==> config.mk <==
export PLATFORM = sky130hd
export DESIGN_NAME = adc_conversion_control
export DESIGN_NICKNAME = d
export VERILOG_FILES = /design/src/shared/adc_ctrl_pkg.sv /design/src/shared/conv_if.sv /design/src/verilog/adc_conversion_control.sv /design/src/verilog/conv_sequencer.sv
export SDC_FILE = /design/constraint.sdc
export NUM_CORES = 1
export LEC_CHECK = 0
export ABC_CLOCK_PERIOD_IN_PS = 2500
export BUFFER_PORTS_ARGS = -buffer_cell sky130_fd_sc_hd__buf_2
export CAP_MARGIN = 5
export CORE_UTILIZATION = 49
export DETAILED_ROUTE_END_ITERATION = 8
export GPL_TIMING_DRIVEN = 0
export MAX_ROUTING_LAYER = met4
export PLACE_DENSITY = 0.79
export RECOVER_POWER = 50
export SYNTH_ARGS = -nofsm -noshare
export SYNTH_HDL_FRONTEND = slang
export SYNTH_SLANG_ARGS = --single-unit
==> constraint.sdc <==
create_clock -name SYS_CLK_I -period 2.5 [get_ports SYS_CLK_I]
set_input_delay 0.375 -clock SYS_CLK_I [delete_from_list [all_inputs] [get_ports SYS_CLK_I]]
set_output_delay 0.375 -clock SYS_CLK_I [all_outputs]
set_load 0.005 [all_outputs]
==> src/shared/adc_ctrl_pkg.sv <==
package adc_ctrl_pkg;
    // register layout
    localparam logic [7:0] CTRL_RESET = 8'h00;
    localparam int DONE_BIT = 7;
    localparam int CAPTURE_BIT = 6;
    localparam int CONT_BIT = 5;
    localparam int SINGLE_BIT = 4;
    localparam int CHAN_MSB = 3;
    // channel codes
    localparam logic [3:0] CHAN_TEMP = 4'h8;
    localparam logic [3:0] CHAN_AGND = 4'hB;
    // temperature sensor acquisition, in ns, and its cycle count at 5 ns
    localparam int TEMP_ACQ_NS = 1000;
    localparam int CLK_PERIOD_NS = 5;
    localparam int TEMP_ACQ_CYC = (TEMP_ACQ_NS + CLK_PERIOD_NS - 1) / CLK_PERIOD_NS;
    // converter sequencer states
    typedef enum logic [1:0] {
        IDLE = 2'b00,
        ACQUIRE = 2'b01,
        CONVERT = 2'b10
    } conv_state_t;
endpackage

==> src/shared/conv_if.sv <==
`timescale 1ns/100ps
`default_nettype none
interface conv_if;
    logic start;
    logic [3:0] channel;
    logic done;
    logic busy;
    modport ctrl (output start, output channel, input done, input busy);
    modport seq (input start, input channel, output done, output busy);
endinterface
`default_nettype wire

==> src/verilog/adc_conversion_control.sv <==
`timescale 1ns/100ps
`default_nettype none
module adc_conversion_control
    import adc_ctrl_pkg::*;
(
    input wire logic SYS_CLK_I,
    input wire logic SYS_RST_I,
    input wire logic REG_WR_I,
    input wire logic [7:0] REG_WDATA_I,
    output logic [7:0] REG_RDATA_O,
    input wire logic IRQ_VECTOR_I,
    input wire logic ALE_I,
    output logic ALE_O,
    input wire logic CAPTURE_DONE_I,
    input wire logic CAPTURE_REQ_I,
    input wire logic [3:0] CAPTURE_CHANNEL_I,
    output logic CAPTURE_ENABLE_O,
    output logic ADC_START_O,
    output logic [3:0] ADC_CHANNEL_O,
    input wire logic ADC_DONE_I,
    input wire logic [11:0] ADC_RESULT_I,
    output logic [7:0] RESULT_HIGH_BYTE_O,
    output logic [7:0] RESULT_LOW_BYTE_O,
    output logic IRQ_O
);
    logic conversion_done_flag;
    logic capture_bit;
    logic continuous_convert_bit;
    logic single_convert_bit;
    logic [3:0] chan_field;
    logic [3:0] conv_chan;
    logic single_pending;
    logic done_d;
    conv_if cif ();

    ////////////////////////////////////////////////////////////////////////////
    // sequencer

    conv_sequencer u_seq (
        .clk_i(SYS_CLK_I),
        .rst_i(SYS_RST_I),
        .cif(cif),
        .adc_done_i(ADC_DONE_I),
        .adc_start_o(ADC_START_O),
        .adc_channel_o(ADC_CHANNEL_O)
    );

    ////////////////////////////////////////////////////////////////////////////
    // start requests

    always_comb begin
        conv_chan = capture_bit ? CAPTURE_CHANNEL_I : chan_field;
    end

    assign cif.start = !cif.busy &&
        ((capture_bit && CAPTURE_REQ_I) ||
         (!capture_bit && (continuous_convert_bit || single_pending)));
    assign cif.channel = conv_chan;

    ////////////////////////////////////////////////////////////////////////////
    // control register

    always_ff @(posedge SYS_CLK_I or posedge SYS_RST_I) begin
        if (SYS_RST_I) begin
            chan_field <= CTRL_RESET[CHAN_MSB:0];
            continuous_convert_bit <= CTRL_RESET[CONT_BIT];
        end else if (REG_WR_I) begin
            chan_field <= REG_WDATA_I[CHAN_MSB:0];
            continuous_convert_bit <= REG_WDATA_I[CONT_BIT];
        end
    end

    always_ff @(posedge SYS_CLK_I or posedge SYS_RST_I) begin
        if (SYS_RST_I) begin
            single_convert_bit <= CTRL_RESET[SINGLE_BIT];
            single_pending <= 1'b0;
        end else begin
            if (cif.start && single_pending) begin
                single_pending <= 1'b0;
            end
            if (REG_WR_I && REG_WDATA_I[SINGLE_BIT] && !single_convert_bit) begin
                single_convert_bit <= 1'b1;
                single_pending <= 1'b1;
            end else if (cif.done && single_convert_bit && !single_pending) begin
                single_convert_bit <= 1'b0;
            end
        end
    end

    always_ff @(posedge SYS_CLK_I or posedge SYS_RST_I) begin
        if (SYS_RST_I) begin
            capture_bit <= CTRL_RESET[CAPTURE_BIT];
        end else if (REG_WR_I && REG_WDATA_I[CAPTURE_BIT]) begin
            capture_bit <= 1'b1;
        end else if (CAPTURE_DONE_I) begin
            capture_bit <= 1'b0;
        end
    end

    // set on single or capture end
    always_ff @(posedge SYS_CLK_I or posedge SYS_RST_I) begin
        if (SYS_RST_I) begin
            conversion_done_flag <= CTRL_RESET[DONE_BIT];
        end else if ((cif.done && single_convert_bit && !single_pending) ||
                     (capture_bit && CAPTURE_DONE_I)) begin
            conversion_done_flag <= 1'b1;
        end else if (IRQ_VECTOR_I) begin
            conversion_done_flag <= 1'b0;
        end else if (REG_WR_I) begin
            conversion_done_flag <= REG_WDATA_I[DONE_BIT];
        end
    end

    assign REG_RDATA_O = {conversion_done_flag, capture_bit, continuous_convert_bit,
                          single_convert_bit, chan_field};
    assign CAPTURE_ENABLE_O = capture_bit;

    assign IRQ_O = conversion_done_flag;

    assign ALE_O = capture_bit ? 1'b0 : ALE_I;

    ////////////////////////////////////////////////////////////////////////////
    // result registers

    always_ff @(posedge SYS_CLK_I or posedge SYS_RST_I) begin
        if (SYS_RST_I) begin
            RESULT_HIGH_BYTE_O <= 8'h00;
            RESULT_LOW_BYTE_O <= 8'h00;
            done_d <= 1'b0;
        end else begin
            done_d <= cif.done;
            if (cif.done) begin
                RESULT_HIGH_BYTE_O <= {ADC_CHANNEL_O, ADC_RESULT_I[11:8]};
                RESULT_LOW_BYTE_O <= ADC_RESULT_I[7:0];
            end
        end
    end
endmodule
`default_nettype wire

==> src/verilog/conv_sequencer.sv <==
`timescale 1ns/100ps
`default_nettype none
module conv_sequencer
    import adc_ctrl_pkg::*;
(
    input wire logic clk_i,
    input wire logic rst_i,
    conv_if.seq cif,
    input wire logic adc_done_i,
    output logic adc_start_o,
    output logic [3:0] adc_channel_o
);
    conv_state_t state;
    logic [7:0] acq_cnt;

    // holds the channel, waits out temperature acquisition, then starts converter
    always_ff @(posedge clk_i or posedge rst_i) begin
        if (rst_i) begin
            state <= IDLE;
            acq_cnt <= 8'h00;
            adc_start_o <= 1'b0;
            adc_channel_o <= 4'h0;
        end else begin
            adc_start_o <= 1'b0;
            unique case (state)
                IDLE: begin
                    if (cif.start) begin
                        adc_channel_o <= cif.channel;
                        acq_cnt <= (cif.channel == CHAN_TEMP) ? 8'(TEMP_ACQ_CYC) : 8'h00;
                        state <= ACQUIRE;
                    end
                end
                ACQUIRE: begin
                    if (acq_cnt == 8'h00) begin
                        adc_start_o <= 1'b1;
                        state <= CONVERT;
                    end else begin
                        acq_cnt <= acq_cnt - 8'h01;
                    end
                end
                CONVERT: begin
                    if (adc_done_i) begin
                        state <= IDLE;
                    end
                end
                default: state <= IDLE;
            endcase
        end
    end

    assign cif.done = (state == CONVERT) && adc_done_i;
    assign cif.busy = (state != IDLE);
endmodule
`default_nettype wire

==> out/results.md <==
| Group | Metric | This run |
|---|---|---|
| clocking | CTS H-Tree Depth | 2 |
| critical path | Critical Path Most Common Cell | sky130_fd_sc_hd__clkbuf_1 |
| global routing | Initial antenna violation count | 0 |
| global routing | Maximum number of pins on one net before global-route repair | 41 |
| sta | Max-Slew Margin vs Limit | 0.0567 |
| yosys | Number of nets in the synthesized netlist | 183 |
| yosys | Post-synthesis register bit count | 40 |
| sta | Hold violation total from the final report | 0 |
| drt | Remaining antenna violation count | 0 |
| critical path | Source of the worst register-to-register timing path | CAPTURE_ENABLE_O$_DFFE_PP0P_ |
| critical path | Signal arrival time at the worst endpoint | 2.23 ns |
| yosys | Avg Inst Size Synth | 12.2 um^2 |
| sta | Fin worst setup slack | 0.451 ns |
| worst hold path | Type of the tightest min-delay check | primary input to flop |
| critical path | Cell with the largest stage delay on the worst path | sky130_fd_sc_hd__or4_4 |
| critical path | Max Fanout on Critical Path | 10 |
| floorplan | Die footprint | 3970 um^2 |
| drt | Via count | 1,402 |
| critical path | Setup CP Type | flop to flop |
| floorplan | Num ports | 64 |
| critical path | Delay of the slowest cell on the worst path | 0.48 ns |
| critical path | CP startpoint kind | flop |
| critical path | WP data required | 2.68 ns |
| global routing | Residual overflow from global routing | 0 |
| clocking | TritonCTS clock tree | yes |
| drt | DRC violation count after routing | 0 |
| flow run | Number of max-cap violations | 0 |
| critical path | FF-to-FF setup slack | 0.45 ns |
| clocking | Root cell of the clock tree | sky130_fd_sc_hd__clkbuf_8 |
| yosys | Largest cells by area after synthesis | sky130_fd_sc_hd__dfrtp_1, sky130_fd_sc_hd__mux2_2, sky130_fd_sc_hd__mux2i_1 |
| clocking | Number of buffers created by CTS | 5 |
| yosys | Count leader, synth | sky130_fd_sc_hd__dfrtp_1 |
| yosys | Leading post-synthesis cells by instance count | sky130_fd_sc_hd__dfrtp_1, sky130_fd_sc_hd__mux2_2, sky130_fd_sc_hd__nand2_1 |
| clocking | Number of clock sinks | 40 |
| sta | Post-Route Skew | 0.00363 ns |
| yosys | Post-synthesis instance area | 1820 um^2 |
| sta | Share of the clock period used by the worst path | 0.819 |
| yosys | Post-synthesis async set-or-reset flop share | 1.00 |
| global routing | Number of global-route vias before repair | 1,332 |
| clocking | Clock latency at the later pin of the worst-skew pair | 0.30 ns |
| floorplan | Placement row count | 21 |
| finish | Nets@finish | 252 |
| place | IO buf count | 62 |
| critical path | Worst setup path endpoint | u_seq.acq_cnt[0]$_DFFE_PP0P_ |
| drt | DRT Wirelength | 3630 um |
| critical path | Depth of the worst register-to-register path | 6 |
| sta | Max Clock Freq | 488 MHz |
| yosys | Sequential share of the synthesized area | 0.549 |
| critical path | Type of element capturing the critical path | flop |
| floorplan | Core Region | 3440 um^2 |
| clocking | Register clock-pin slew on the reported worst setup and hold paths | 0.07 ns |
| sta | Transition time at the pin with the least slew margin | 1.41 ns |
| drt | Per-cell via count in the routed design | 5.29 |
| critical path | Launching instance or port of the critical path | CAPTURE_ENABLE_O$_DFFE_PP0P_ |
| power | Fraction of power consumed by sequential logic | 0.414 |
| finish | Count of antenna diodes in the layout | 0 |
| status | Result of the run | completed |
| power | Worst VDD drop | 0.577 mV |
| sta | Pins over their slew limit | 0 |
| sta | Final-report setup violation count | 0 |
| power | Clock share of power | 0.215 |
| global routing | Global Route Usage Sum | 0.213 |
| critical path | Ordered list of cells on the worst path | clkbuf_1, nor3_1, or4_4, clkbuf_1, nand3_1, o21ai_0 |
| place | Setup WS pre-CTS | 0.564 ns |
| yosys | Area share of the largest cell type after synthesis | 0.549 |
| finish | Layout cells sized above 1 | 0.489 |
| power | Design Power | 2.56 mW |
| floorplan | Die width | 63.0 um |
| power | Pint | 1.71 mW |
| critical path | Worst reg2reg endpoint | u_seq.acq_cnt[0]$_DFFE_PP0P_ |
| power | Combinational fraction of design power | 0.371 |
| yosys | Warnings from Yosys | 0 |
| floorplan | Starting density of the core | 0.529 |
| sta | Minimum clock period | 2.05 ns |
| global routing | Wire length of the first global-routing pass | 6150 um |
| yosys | Post-synth EDFFs | 0 |
| clocking | Hold-fix buffers at CTS | 0 |
| power | Net Switching | 0.857 mW |
| yosys | Post-synthesis instance total | 149 |
| clocking | Worst-case clock buffer depth | 2 |
| place | Routability Congestion | 0.925 |
| place | Total half-perimeter wirelength after legalization and detailed placement | 2740 um |
| power | Power per unit of standard cell area | 1110 nW/um^2 |
| power | Cell leakage power | 1.19 nW |
| drt | Average wire per cell in the routed design | 13.7 um |
| drt | DRC marker count from the first detailed-route iteration | 64 |
| clocking | Number of post-CTS setup repair buffers | 0 |
| finish | Area growth from synthesis to layout | 26.7% |
| worst hold path | Hold Crit Start | CAPTURE_DONE_I |
| clocking | Resized cells post-CTS | 0 |
| sta | Setup repair after global routing missed its margin | false |
| sta | Final sum of negative setup slack | 0 ns |
| floorplan | Die Y | 63.0 um |
| yosys | Unique masters post-synth | 35 |
| yosys | Dominant cell type by area after synthesis | sky130_fd_sc_hd__dfrtp_1 |
| yosys | Primary FF master, synth | sky130_fd_sc_hd__dfrtp_1 |
| drt | TritonRoute pass-1 iters | 4 |
| power | Switching part of the total power | 0.334 |
critical path: cells and delay by family (launching register included):
kind | cells | cell delay, ns
AOI/OAI and AO/OA | 1 | 0.08
and+or+nand+nor | 3 | 0.76
DFF | 1 | 0.41
buffers and inverters | 2 | 0.69
state kept, by name, indices dropped and copies added (netlist names):
name                    flops
CAPTURE_ENABLE_O            1
chan_field                  4
u_seq.state                 2
u_seq.acq_cnt               8
u_seq.adc_start_o           1
RESULT_HIGH_BYTE_O          8
RESULT_LOW_BYTE_O           8
single_pending              1
u_seq.adc_channel_o         4
continuous_convert_bit      1
single_convert_bit          1
IRQ_O                       1
worst min path at each step:
stage                                              to  slack (ns)  cells after the start
global route             CAPTURE_ENABLE_O$_DFFE_PP0P_        0.29                      2
CTS                 RESULT_HIGH_BYTE_O[5]$_DFFE_PP0N_        0.25                      2
global placement     RESULT_LOW_BYTE_O[4]$_DFFE_PP0N_        0.48                      1
finish                   CAPTURE_ENABLE_O$_DFFE_PP0P_        0.28                      2
detailed placement  RESULT_HIGH_BYTE_O[0]$_DFFE_PP0N_        0.49                      1
floorplan                CAPTURE_ENABLE_O$_DFFE_PP0P_        0.47                      1
metal layers:
layer	GRT usage	vias to the layer above	part of all wire
met2	0.336	53	0.48
met5	-	-	0
met4	0.0698	0	0.0085
met3	0.0657	5	0.055
met1	0.260	671	0.45
li1	-	673	-
power groups by stage:
stage               Sequential [mW]  Combinational, mW  Clock (mW)
floorplan                      1.05              0.652           0
global placement               1.05              0.939           0
detailed placement             1.07              0.958           0
CTS                            1.06              0.961       0.564
global route                   1.09               1.07       0.598
finish                         1.06              0.951       0.550
cells in the final DEF (no fill, tap or decap), types with 3 or more instances in the layout:
master and n:
sky130_fd_sc_hd__a22o_2 4, sky130_fd_sc_hd__buf_2 62, sky130_fd_sc_hd__buf_4 4, sky130_fd_sc_hd__clkbuf_1 4
sky130_fd_sc_hd__clkbuf_8 6, sky130_fd_sc_hd__dfrtp_1 40, sky130_fd_sc_hd__inv_1 4, sky130_fd_sc_hd__mux2_2 21
sky130_fd_sc_hd__mux2i_1 7, sky130_fd_sc_hd__nand2_1 13, sky130_fd_sc_hd__nor2_1 7, sky130_fd_sc_hd__nor3_1 3
sky130_fd_sc_hd__o21ai_0 8, sky130_fd_sc_hd__o22ai_1 3, sky130_fd_sc_hd__o31ai_1 3
area by class of cell:
cell class,count,area [um^2]
Clock inverter,2,38.8
Buffer,8,46.3
Fill cell,272,1130
Clock buffer,6,82.6
Tap cell,46,57.6
Multi-Input combinational cell,97,758
Sequential cell,40,1000
Timing Repair Buffer,62,309
Inverter,4,15.0
metrics by stage:
step                hold slack, ns  instances  cell area, um^2  utilization
detailed placement           0.491        257             2190        0.636
global placement             0.481        257             2190        0.636
CTS                          0.252        265             2310        0.671
global route                 0.290        265             2310        0.671
floorplan                    0.471        149             1820            -
finish                       0.283        265             2310        0.671
cell families (layout without fill, tap and decap cells):
logic type,after synthesis,count (layout),share of synthesized area
compound gates,24,24,0.0968
fa+ha+maj,2,2,0.0137
buf+inv,12,82,0.0343
flops,40,40,0.549
mux,29,29,0.177
simple gates,42,42,0.129
Note: power is estimated with default switching activity, not from simulation.
